**src/core/tcomp_pkg.sv**
```systemverilog
// constants for the temperature driven frequency compensation block
//==============================================================
// Contract
// - correction value is recomputed once every 32 seconds from latest inputs
// - correction inserts or removes single 32.768 kHz pulses over a 32 s period
// - calculation uses offset, turnover temperature, quadratic coefficient and temperature
// - control bit 1 enables the thermometer, bit 0 selects scan interval
// - scan select 0 measures every second, 1 every 16 seconds
// - each finished measurement lands in the readable 8-bit temperature register
// - temperature code is unsigned, 1 degree per step, 60 means 0 degrees
// - low voltage one flag stops the thermometer, value frozen, compensation continues
// - offset bit 7 is sign (1 faster), bits 6..0 magnitude 0 to 121
// - offset cancels the initial frequency error at turnover temperature
// - quadratic coefficient 0 to 255 cancels the parabolic drift with temperature
// - turnover register uses bits 5..0, bits 7..6 unused
// - one correction pulse per 32 second period shifts the rate by 1 ppm
// - raw 32.768 kHz output uncorrected, prescaler 1024/32/1 Hz taps corrected
package tcomp_pkg;
    //==============================================================
    // register map
    localparam logic [7:0] ADDR_TEMP    = 8'h20;
    localparam logic [7:0] ADDR_CTRL    = 8'h30;
    localparam logic [7:0] ADDR_OFFSET  = 8'h31;
    localparam logic [7:0] ADDR_COEF    = 8'h32;
    localparam logic [7:0] ADDR_T0      = 8'h33;
    localparam int         CTRL_SCAN_BIT = 0;
    localparam int         CTRL_THERM_BIT = 1;
    localparam int         OFFSET_SIGN_BIT = 7;
    localparam int         T0_W         = 6;
    localparam logic [7:0] UNMAPPED_DATA = 8'h00;
    //==============================================================
    // reset values
    localparam logic [7:0] TEMP_RESET   = 8'h55;
    localparam logic [7:0] CTRL_RESET   = 8'h02;
    localparam logic [7:0] OFFSET_RESET = 8'h00;
    localparam logic [7:0] COEF_RESET   = 8'h00;
    localparam logic [5:0] T0_RESET     = 6'h15;
    //==============================================================
    // arithmetic
    localparam int         TEMP_ZERO_CODE = 60;
    localparam int         T0_BIAS      = 4;
    localparam logic signed [8:0] DIFF_BIAS = 9'sh040;
    localparam int         COEF_SHIFT   = 12;
    localparam int         CORR_W       = 13;
    //==============================================================
    // timing: oscillator rate in Hz, periods in seconds, prescaler width and tap bits
    localparam int         OSC_HZ       = 32768;
    localparam int         COMP_PERIOD_S = 32;
    localparam int         SCAN_FAST_S  = 1;
    localparam int         SCAN_SLOW_S  = 16;
    localparam int         PRESC_W      = 15;
    localparam int         TAP_1024HZ   = 4;
    localparam int         TAP_32HZ     = 9;
    localparam int         TAP_1HZ      = 14;
endpackage

```
**src/core/freq_correction_engine.sv**
```systemverilog
// correction value calculator of the compensation block
`timescale 1ns/10ps
module freq_correction_engine (
    input  wire logic                     clk_in,
    input  wire logic                     reset_in,
    input  wire logic                     start_in,
    input  wire logic [7:0]               temp_in,
    input  wire logic [7:0]               offset_in,
    input  wire logic [7:0]               coef_in,
    input  wire logic [5:0]               t0_in,
    output logic                          done_out,
    output logic signed [tcomp_pkg::CORR_W-1:0] corr_out
);
    //==============================================================
    // state
    typedef enum logic [2:0] {
        ENG_IDLE = 3'b001,
        ENG_CALC = 3'b010,
        ENG_DONE = 3'b100
    } eng_state_t;

    typedef struct packed {
        eng_state_t                          st;
        logic signed [8:0]                   diff;
        logic signed [tcomp_pkg::CORR_W-1:0] corr;
    } eng_t;

    eng_t s;
    eng_t next_s;

    // squared distance from turnover, times the coefficient, shifted down by COEF_SHIFT bits
    function automatic logic signed [tcomp_pkg::CORR_W-1:0] quad_term(input logic signed [8:0] d,
                                                                       input logic [7:0] c);
        logic [15:0] sq;
        logic [23:0] p;
        sq = 16'(d * d);
        p  = {8'h00, sq} * {16'h0000, c};
        return $signed({1'b0, p[23:tcomp_pkg::COEF_SHIFT]});
    endfunction

    // slow crystal needs extra pulses, fast crystal loses some
    function automatic logic signed [tcomp_pkg::CORR_W-1:0] offset_term(input logic [7:0] o);
        logic signed [tcomp_pkg::CORR_W-1:0] mag;
        mag = $signed({6'h00, o[6:0]});
        return o[tcomp_pkg::OFFSET_SIGN_BIT] ? -mag : mag;
    endfunction

    //==============================================================
    // next state
    always_comb begin
        next_s = s;
        case (s.st)
            ENG_IDLE: begin
                if (start_in) begin
                    // code minus 60 minus (t0 plus 4)
                    next_s.diff = $signed({1'b0, temp_in}) - tcomp_pkg::DIFF_BIAS
                                  - $signed({3'b000, t0_in});
                    next_s.st   = ENG_CALC;
                end
            end
            ENG_CALC: begin
                // parabola is negative drift, so it always adds pulses
                next_s.corr = offset_term(offset_in) + quad_term(s.diff, coef_in);
                next_s.st   = ENG_DONE;
            end
            ENG_DONE: begin
                next_s.st = ENG_IDLE;
            end
            default: begin
                next_s.st = ENG_IDLE;
            end
        endcase
    end

    always_ff @(posedge clk_in) begin
        if (reset_in) begin
            s <= '{st: ENG_IDLE, diff: '0, corr: '0};
        end else begin
            s <= next_s;
        end
    end

    assign done_out = (s.st == ENG_DONE);
    assign corr_out = s.corr;
endmodule

```
**src/core/temp_freq_compensation.sv**
```systemverilog
// temperature driven frequency compensation with thermometer and prescaler
`timescale 1ns/10ps
module temp_freq_compensation #(
    parameter int COMP_TICKS      = tcomp_pkg::OSC_HZ * tcomp_pkg::COMP_PERIOD_S,
    parameter int SCAN_FAST_TICKS = tcomp_pkg::OSC_HZ * tcomp_pkg::SCAN_FAST_S,
    parameter int SCAN_SLOW_TICKS = tcomp_pkg::OSC_HZ * tcomp_pkg::SCAN_SLOW_S
) (
    input  wire logic                     clk_in,
    input  wire logic                     reset_in,
    input  wire logic                     osc_level_in,
    input  wire logic [7:0]               sensor_temp_in,
    input  wire logic                     low_voltage_one_flag_in,
    input  wire logic [7:0]               reg_addr_in,
    input  wire logic                     reg_write_in,
    input  wire logic [7:0]               reg_wdata_in,
    output logic [7:0]                    reg_rdata_out,
    output logic                          ref_32k_out,
    output logic                          hz1024_out,
    output logic                          hz32_out,
    output logic                          hz1_out,
    output logic signed [tcomp_pkg::CORR_W-1:0] correction_out
);
    localparam int CNT_W = $clog2(COMP_TICKS > SCAN_SLOW_TICKS ? COMP_TICKS : SCAN_SLOW_TICKS) + 1;
    localparam int CW    = tcomp_pkg::CORR_W;

    //==============================================================
    // state
    typedef struct packed {
        logic                               osc;
        logic [7:0]                         temp;
        logic [7:0]                         ctrl;
        logic [7:0]                         offs;
        logic [7:0]                         coef;
        logic [tcomp_pkg::T0_W-1:0]         t0;
        logic [CNT_W-1:0]                   period_cnt;
        logic [CNT_W-1:0]                   scan_cnt;
        logic [CNT_W:0]                     acc;
        logic signed [CW-1:0]               corr;
        logic [tcomp_pkg::PRESC_W-1:0]      presc;
        logic [7:0]                         rdata;
    } comp_state_t;

    comp_state_t s;
    comp_state_t next_s;

    logic                 tick;
    logic                 period_end;
    logic                 scan_hit;
    logic                 therm_on;
    logic                 take_sample;
    logic                 write_temp;
    logic [CNT_W-1:0]     scan_last;
    logic [CW-1:0]        corr_mag;
    logic [CNT_W:0]       acc_sum;
    logic                 fire;
    logic                 insert;
    logic                 remove;
    logic                 eng_done;
    logic signed [CW-1:0] eng_corr;

    function automatic logic hit(input logic [7:0] a, input logic [7:0] b);
        return a == b;
    endfunction

    //==============================================================
    // decode
    assign tick        = osc_level_in && !s.osc;
    assign period_end  = tick && (s.period_cnt == CNT_W'(COMP_TICKS - 1));
    assign scan_last   = s.ctrl[tcomp_pkg::CTRL_SCAN_BIT] ? CNT_W'(SCAN_SLOW_TICKS - 1)
                                                          : CNT_W'(SCAN_FAST_TICKS - 1);
    assign scan_hit    = tick && (s.scan_cnt >= scan_last);
    assign therm_on    = s.ctrl[tcomp_pkg::CTRL_THERM_BIT] && !low_voltage_one_flag_in;
    assign take_sample = scan_hit && therm_on;
    // software value only lands while the thermometer is off
    assign write_temp  = reg_write_in && hit(reg_addr_in, tcomp_pkg::ADDR_TEMP)
                         && !s.ctrl[tcomp_pkg::CTRL_THERM_BIT];
    assign corr_mag    = s.corr[CW-1] ? CW'(-s.corr) : CW'(s.corr);
    // spreads |corr| pulses evenly over the period, one pulse is about 1 ppm
    assign acc_sum     = s.acc + (CNT_W + 1)'(corr_mag);
    assign fire        = tick && (acc_sum >= (CNT_W + 1)'(COMP_TICKS));
    assign insert      = fire && !s.corr[CW-1];
    assign remove      = fire && s.corr[CW-1];

    //==============================================================
    // correction engine, fed with the held temperature
    freq_correction_engine u_engine (
        .clk_in    (clk_in),
        .reset_in  (reset_in),
        .start_in  (period_end),
        .temp_in   (s.temp),
        .offset_in (s.offs),
        .coef_in   (s.coef),
        .t0_in     (s.t0),
        .done_out  (eng_done),
        .corr_out  (eng_corr)
    );

    //==============================================================
    // next state
    always_comb begin
        next_s     = s;
        next_s.osc = osc_level_in;
        if (tick) begin
            next_s.period_cnt = period_end ? '0 : s.period_cnt + 1'b1;
            next_s.scan_cnt   = scan_hit ? '0 : s.scan_cnt + 1'b1;
            next_s.acc        = fire ? acc_sum - (CNT_W + 1)'(COMP_TICKS) : acc_sum;
            if (insert) begin
                next_s.presc = s.presc + tcomp_pkg::PRESC_W'(2);
            end else if (!remove) begin
                next_s.presc = s.presc + 1'b1; // a removed pulse leaves it standing
            end
        end
        if (reg_write_in) begin
            case (reg_addr_in)
                tcomp_pkg::ADDR_CTRL:   next_s.ctrl = reg_wdata_in;
                tcomp_pkg::ADDR_OFFSET: next_s.offs = reg_wdata_in;
                tcomp_pkg::ADDR_COEF:   next_s.coef = reg_wdata_in;
                tcomp_pkg::ADDR_T0:     next_s.t0   = reg_wdata_in[tcomp_pkg::T0_W-1:0];
                default: begin
                end
            endcase
        end
        if (write_temp) begin
            next_s.temp = reg_wdata_in;
        end
        // measurement wins; it cannot meet a software write since that needs the enable low
        if (take_sample) begin
            next_s.temp = sensor_temp_in;
        end
        if (eng_done) begin
            next_s.corr = eng_corr;
        end
        case (reg_addr_in)
            tcomp_pkg::ADDR_TEMP:   next_s.rdata = s.temp;
            tcomp_pkg::ADDR_CTRL:   next_s.rdata = s.ctrl;
            tcomp_pkg::ADDR_OFFSET: next_s.rdata = s.offs;
            tcomp_pkg::ADDR_COEF:   next_s.rdata = s.coef;
            tcomp_pkg::ADDR_T0:     next_s.rdata = {2'b00, s.t0};
            default:                next_s.rdata = tcomp_pkg::UNMAPPED_DATA;
        endcase
    end

    always_ff @(posedge clk_in) begin
        if (reset_in) begin
            s <= '{osc: 1'b0,
                   temp: tcomp_pkg::TEMP_RESET,
                   ctrl: tcomp_pkg::CTRL_RESET,
                   offs: tcomp_pkg::OFFSET_RESET,
                   coef: tcomp_pkg::COEF_RESET,
                   t0: tcomp_pkg::T0_RESET,
                   period_cnt: '0,
                   scan_cnt: '0,
                   acc: '0,
                   corr: '0,
                   presc: '0,
                   rdata: tcomp_pkg::UNMAPPED_DATA};
        end else begin
            s <= next_s;
        end
    end

    //==============================================================
    // outputs
    assign reg_rdata_out  = s.rdata;
    // registered copy of the oscillator level, never sees correction pulses
    assign ref_32k_out    = s.osc;
    assign hz1024_out     = s.presc[tcomp_pkg::TAP_1024HZ];
    assign hz32_out       = s.presc[tcomp_pkg::TAP_32HZ];
    assign hz1_out        = s.presc[tcomp_pkg::TAP_1HZ];
    assign correction_out = s.corr;
endmodule

```
**config.mk**
```make
export PLATFORM = sky130hd
export DESIGN_NAME = temp_freq_compensation
export DESIGN_NICKNAME = d
export VERILOG_FILES = /design/src/core/tcomp_pkg.sv /design/src/core/freq_correction_engine.sv /design/src/core/temp_freq_compensation.sv
export SDC_FILE = /design/constraint.sdc
export NUM_CORES = 1
export LEC_CHECK = 0
export ABC_AREA = 0
export ABC_CLOCK_PERIOD_IN_PS = 12500
export BUFFER_PORTS_ARGS = -buffer_cell sky130_fd_sc_hd__buf_4
export CAP_MARGIN = 40
export CORE_MARGIN = 2
export CORE_UTILIZATION = 45
export DETAILED_ROUTE_END_ITERATION = 10
export PLACE_DENSITY = 0.69
export SLEW_MARGIN = 20
export SYNTH_ARGS = -nofsm -noshare
export SYNTH_HDL_FRONTEND = slang
export SYNTH_SLANG_ARGS = --single-unit
```
**constraint.sdc**
```tcl
create_clock -name clk_in -period 12.5 [get_ports clk_in]
set_clock_uncertainty 0.15 [all_clocks]
set_input_delay 0.625 -clock clk_in [delete_from_list [all_inputs] [get_ports clk_in]]
set_output_delay 0.625 -clock clk_in [all_outputs]
set_load 0.02 [all_outputs]
```
==> impl_metrics.json, run 1 <==
{
  "setup.worst_path.start": "u_engine.s[19]",
  "drc": 0,
  "worst_path_dominant_cell_family": "adder cells",
  "sw_frac_of_total_pct": 23.4,
  "area_growth_syn_to_layout_pct": 8.36,
  "globalRouteOverflowTotal": 0,
  "multiInputGateArea_um2": 10600,
  "die_area_um2": 34700,
  "peakVddDrop_uv": 100,
  "synth_flop_cell": "dfxtp_1",
  "fraction_of_final_layout_cells_sized_beyond_drive_strength_1_pct": 6.32,
  "ff2ff_setup_slack_ns": 1.53,
  "routed_wirelength_um": 34000,
  "leakagePower_nw": 7.52,
  "synth_nets": 2070,
  "first_global_vias": 11900,
  "port_buffers": 53,
  "net-switching-power_uw": 275,
  "worstSkewPairLatency_ns": 0.44,
  "clkSlewWorstSetupHoldPaths_ns": 0.07,
  "critPathRequiredTime_ns": 12.67,
  "rr_startpoint": "u_engine.s[19]",
  "largest_net_degree_at_the_start_of_global_routing": 84,
  "worstHoldPathType": "input port to flop",
  "crit_buf_inv": 6,
  "drt_first_pass_iters": 5,
  "synth-async-reset-ratio_pct": 0,
  "tightestPinTransition_ns": 0.827,
  "ctsResizeCount": 0,
  "internal_power_uw": 899,
  "layout_utilization_pct": 49.7,
  "synth_area_um2": 15000,
  "timing_hold_violations_final": 0,
  "worst-setup-path-type": "flop to flop",
  "yosysWarningCount": 0,
  "area.sequential_um2": 3280,
  "cts-root-to-sink-buffers": 2,
  "gr_util_all_layers_pct": 20.2,
  "initialDrtViolationCount": 712,
  "cts_tree": "done",
  "dr_total_vias": 11900,
  "rows": 66,
  "finalNetCount": 2060,
  "cts_made_buffers": 17,
  "worst_path_slowest_cell": "fa_1",
  "power.share.sequential_pct": 45.3,
  "cp_max_fo": 11,
  "route.antenna.remaining_nets": 0,
  "run_status": "completed",
  "combinationalPowerShare_pct": 5.6,
  "pwr_density_cell_nw_per_um2": 72.4,
  "floorplan.io_pins": 54,
  "finalWorstPathRequiredPeriod_ns": 10.97,
  "gate_count_of_the_mapped_netlist": 1784,
  "yosysSeqAreaShare_pct": 21.9,
  "endpoint": "u_engine.corr_out[12]",
  "report.final.slew_viol_count": 0,
  "cts.sink_count": 164,
  "syn_avg_cell_area_um2": 8.39,
  "end_kind": "flop",
  "rsz_0062_raised_after_global_routing": "false",
  "path_common_cell": "fa_1",
  "grt_pass1_wl_um": 58000,
  "synth-edff-count": 0,
  "start_util_pct": 45.9,
  "flip_flop_and_latch_count_after_synthesis": 164,
  "coreArea_um2": 32600,
  "antenna_found_initial": 1,
  "drv.max_cap_violation_count": 0,
  "wire_per_inst_um": 15.3,
  "crit_path_max_incr_delay_ns": 0.59,
  "share_clk_of_total_power_pct": 49.1,
  "period_share_pct": 87.8,
  "die_width_um": 186,
  "worstRegToRegCells": 38,
  "cts.hold.buffers_added": 0,
  "fillers": 3042,
  "die-height_um": 186,
  "timing.critical_path.from_type": "flop",
  "critical_path.reg2reg.endpoint": "u_engine.corr_out[12]",
  "synth_cell_types": 74,
  "clk_root_buffer_cell": "clkbuf_16",
  "hpwlAfterDp_um": 26400,
  "worst-endpoint-arrival_ns": 11.15,
  "setup_violations": 0,
  "max_slew_headroom_at_the_worst_pin_pct": 44.4,
  "drt-vias-per-instance": 5.32,
  "htree_num_levels": 4,
  "finalWeightedCongestion": 0.886,
  "worstSetupPathDepth": 38,
  "timing.fmax_ghz": 0.0911,
  "fin_setup_tns_ns": 0,
  "post_cts.repair.setup_buffers": 0
}
cell type report:
cell class | instances | share of cell area, %
flip-flops and latches | 164 | 20.2
inverters | 192 | 4.44
well taps | 442 | 3.41
clock buffers | 19 | 2.79
diodes | 1 | 0.0154
multi-input cells | 1340 | 65.0
repair buffers | 59 | 2.88
clock inverters | 13 | 1.19
registers in the layout, indices dropped and copies added (netlist names):
name               cells
s                    114
correction_out        13
u_engine.corr_out     13
u_engine.s            12
reg_rdata_out          8
hz1024_out             1
hz1_out                1
hz32_out               1
ref_32k_out            1
cells in the mapped netlist (all sizes together) (16+ instances only):
master | instances | area, um^2
a21o | 19 | 143
a21oi | 97 | 489
and2 | 112 | 701
and3 | 20 | 125
buf | 29 | 198
clkbuf | 59 | 221
dfxtp | 164 | 3280
fa | 133 | 2660
ha | 124 | 1550
inv | 191 | 717
mux2i | 31 | 310
nand2 | 194 | 728
nand2b | 16 | 100
nand3 | 43 | 215
nor2 | 163 | 612
nor2b | 29 | 181
nor3 | 22 | 110
o21a | 18 | 135
o21ai | 53 | 280
or3 | 18 | 113
xnor2 | 67 | 587
xor2 | 35 | 307
logic make-up after synthesis:
| family | synth area share, % |
|---|---|
| AOI/OAI and AO/OA | 12.2 |
| xor gates and xnor gates | 5.97 |
| adders and majority gates | 28.1 |
| buffers and inverters | 7.61 |
| DFF | 21.9 |
| muxes | 2.30 |
| and+or+nand+nor | 21.8 |
power by group through the flow:
stage	logic [mW]	clock network, mW	registers (mW)
2_1_floorplan	0.0408	0	0.544
3_3_place_gp	0.0625	0	0.544
3_5_place_dp	0.0637	0	0.544
4_1_cts	0.0640	0.587	0.532
5_1_grt	0.0718	0.610	0.533
6_report	0.0655	0.577	0.532
layout by cell type, fill, tap and decap left out, types with 19 or more instances in the layout:
cell       n
a21o_1    19
a21oi_1   96
and2_1   112
and3_1    20
buf_4     56
dfxtp_1  164
fa_1     133
ha_1     124
inv_1    190
mux2i_1   31
nand2_1  194
nand3_1   43
nor2_1   163
nor2b_1   28
nor3_1    22
o21ai_0   45
xnor2_1   67
xor2_1    35
stage by stage:
step / power, mW / setup WS, ns / instances / instance area (um^2) / hold WS, ns
2_1_floorplan: 0.585 / 2.37 / 1784 / 15000 / 0.277
5_1_grt: 1.21 / 0.783 / 2230 / 16200 / 0.312
3_3_place_gp: 0.606 / 1.81 / 2194 / 15500 / 0.290
6_report: 1.17 / 1.53 / 2230 / 16200 / 0.276
3_5_place_dp: 0.608 / 1.59 / 2196 / 15500 / 0.296
4_1_cts: 1.18 / 1.52 / 2228 / 16200 / 0.253
worst min path at each step:
| stage | start | end | cells after the start | slack, ns |
|---|---|---|---|---|
| floorplan | u_engine.corr_out[10] | correction_out[10] | 2 | 0.28 |
| detailed placement | u_engine.corr_out[1] | correction_out[1] | 2 | 0.30 |
| finish | osc_level_in | ref_32k_out | 2 | 0.28 |
| global placement | u_engine.corr_out[9] | correction_out[9] | 2 | 0.29 |
| global route | osc_level_in | ref_32k_out | 2 | 0.31 |
| CTS | osc_level_in | ref_32k_out | 2 | 0.25 |
per-layer routing:
| metal | track usage (%) | part of all wire, % | routed length, um | vias up |
|---|---|---|---|---|
| met2 | 34.2 | 48 | 16400 | 241 |
| met3 | 2.78 | 4.1 | 1400 | 61 |
| met5 | 0 | 0 | 0 | - |
| met1 | 26.4 | 45 | 15300 | 5694 |
| li1 | - | - | - | 5858 |
| met4 | 6.92 | 2.6 | 882 | 0 |
Power figures use the tool's default switching activity.
==> run 2: changes to the inputs <==
--- a/config.mk
+++ b/config.mk
@@ -6,8 +6,7 @@
 export NUM_CORES = 1
 export LEC_CHECK = 0
 export ABC_AREA = 0
-export ABC_CLOCK_PERIOD_IN_PS = 12500
-export BUFFER_PORTS_ARGS = -buffer_cell sky130_fd_sc_hd__buf_4
+export BUFFER_PORTS_ARGS = -buffer_cell sky130_fd_sc_hd__buf_2
 export CAP_MARGIN = 40
 export CORE_MARGIN = 2
 export CORE_UTILIZATION = 45
==> run 2 against run 1 <==
Maximum frequency grew 0.39%; wire length rose by 2.3%; die area stayed put; power is 2.2% lower; via count grew 0.57%; count of clock-buffer cells in the layout decreased by 1; non-clock buffer count fell by 1; sequential power is essentially flat; cell count hardly changed; hold slack got worse by 0.0018 ns; combinational power is 5.2% lower.
==> impl_metrics.json, run 2 (synthesized netlist as in run 1, its figures left out) <==
{
  "dr_total_vias": 11900,
  "share_clk_of_total_power_pct": 48.2,
  "cts_tree": "done",
  "post_cts.repair.setup_buffers": 0,
  "largest_register_ffs": 114,
  "place_inst": 2195,
  "leakagePower_nw": 7.47,
  "worstSkewPairLatency_ns": 0.44,
  "clkSlewWorstSetupHoldPaths_ns": 0.07,
  "fillers": 3062,
  "route.antenna.remaining_nets": 0,
  "top_register": "s",
  "worst-setup-path-type": "flop to flop",
  "die_area_um2": 34700,
  "first_global_vias": 12100,
  "rows": 66,
  "routed_wirelength_um": 34800,
  "sw_frac_of_total_pct": 24.3,
  "ctsResizeCount": 0,
  "area.sequential_um2": 3280,
  "hpwlAfterDp_um": 26500,
  "initialDrtViolationCount": 787,
  "worst_path_slowest_cell": "fa_1",
  "floorplan.io_pins": 54,
  "htree_num_levels": 4,
  "report.final.slew_viol_count": 0,
  "path_common_cell": "fa_1",
  "commonest_cells_after_routing_fill_and_taps_aside": "nand2_1, inv_1, dfxtp_1",
  "drt_first_pass_iters": 5,
  "cts.sink_count": 164,
  "internal_power_uw": 869,
  "critPathRequiredTime_ns": 12.68,
  "coreArea_um2": 32600,
  "power.share.sequential_pct": 46.4,
  "run_status": "completed",
  "die-height_um": 186,
  "largest_net_degree_at_the_start_of_global_routing": 60,
  "final_common_cell": "nand2_1",
  "antenna_found_initial": 3,
  "drv.max_cap_violation_count": 0,
  "rsz_0062_raised_after_global_routing": "false",
  "finalWorstPathRequiredPeriod_ns": 10.93,
  "multiInputGateArea_um2": 10600,
  "combinationalPowerShare_pct": 5.4,
  "start_util_pct": 45.9,
  "timing.fmax_ghz": 0.0915,
  "peakVddDrop_uv": 101,
  "setup_violations": 0,
  "max_slew_headroom_at_the_worst_pin_pct": 49.1,
  "timing_hold_violations_final": 0,
  "net-switching-power_uw": 279,
  "fraction_of_final_layout_cells_sized_beyond_drive_strength_1_pct": 6.27,
  "cts_made_buffers": 17,
  "worst-endpoint-arrival_ns": 11.11,
  "area_growth_syn_to_layout_pct": 7.10,
  "cp_max_fo": 11,
  "end_kind": "flop",
  "pwr_density_cell_nw_per_um2": 71.6,
  "timing.critical_path.from_type": "flop",
  "globalRouteOverflowTotal": 0,
  "fin_setup_tns_ns": 0,
  "clk_root_buffer_cell": "clkbuf_16",
  "drc": 0,
  "period_share_pct": 87.4,
  "wire_per_inst_um": 15.6,
  "finalNetCount": 2059,
  "cts-root-to-sink-buffers": 2,
  "crit_path_max_incr_delay_ns": 0.59,
  "tightestPinTransition_ns": 0.763,
  "grt_pass1_wl_um": 59300,
  "port_buffers": 53,
  "cts.hold.buffers_added": 0,
  "layoutNonFillerInstCount": 2231,
  "drt-vias-per-instance": 5.34,
  "finalWeightedCongestion": 0.873,
  "gr_util_all_layers_pct": 20.7,
  "die_width_um": 186,
  "worstHoldPathType": "input port to flop"
}
run 2: final timing paths:
| check | from | endpoint | slack, ns | cells past startpoint |
|---|---|---|---|---|
| worst max-delay path | u_engine.s[19] | u_engine.corr_out[12] | 1.57 | 38 |
| worst max register to register | u_engine.s[19] | u_engine.corr_out[12] | 1.57 | 38 |
| worst min register to register | u_engine.corr_out[8] | correction_out[8] | 0.31 | 2 |
| worst min-delay path | osc_level_in | ref_32k_out | 0.27 | 2 |
run 2: worst max-delay path, delay by kind of cell, from the launching register on:
family,cells,cell delay (ns)
simple gates,6,1.23
compound gates,11,2.60
flops,1,0.57
mux,1,0.12
xor+xnor,2,0.58
buf+inv,6,0.33
fa+ha+maj,12,5.21
run 2: power groups by stage:
stage | sequential (mW) | clock [mW] | combinational, mW
2_1_floorplan | 0.544 | 0 | 0.0408
3_3_place_gp | 0.544 | 0 | 0.0594
3_5_place_dp | 0.544 | 0 | 0.0609
4_1_cts | 0.532 | 0.563 | 0.0618
5_1_grt | 0.533 | 0.586 | 0.0680
6_report | 0.532 | 0.554 | 0.0621
run 2: through the flow:
| step | area [um^2] | hold WS [ns] | power, mW | utilization, % | worst slack, ns |
|---|---|---|---|---|---|
| 2_1_floorplan | 15000 | 0.277 | 0.585 | - | 2.37 |
| 3_3_place_gp | 15400 | 0.294 | 0.603 | 47.2 | 1.80 |
| 3_5_place_dp | 15400 | 0.297 | 0.605 | 47.2 | 1.61 |
| 4_1_cts | 16000 | 0.258 | 1.16 | 49.1 | 1.55 |
| 5_1_grt | 16000 | 0.293 | 1.19 | 49.2 | 0.610 |
| 6_report | 16000 | 0.274 | 1.15 | 49.2 | 1.57 |
run 2: metal layers:
layer | up-vias | global-route usage, % | routed length, um
met5 | - | 0 | 0
met3 | 44 | 2.29 | 1470
met4 | 0 | 8.06 | 967
met1 | 5752 | 27.1 | 15700
met2 | 273 | 35.1 | 16600
li1 | 5852 | - | -
run 2: layout make-up:
class | instances | area share, %
Multi-Input combinational cell | 1340 | 65.8
Inverter | 192 | 4.49
Tap cell | 442 | 3.45
Sequential cell | 164 | 20.5
Clock inverter | 14 | 1.08
Antenna cell | 3 | 0.0468
Timing Repair Buffer | 58 | 1.91
Clock buffer | 18 | 2.74
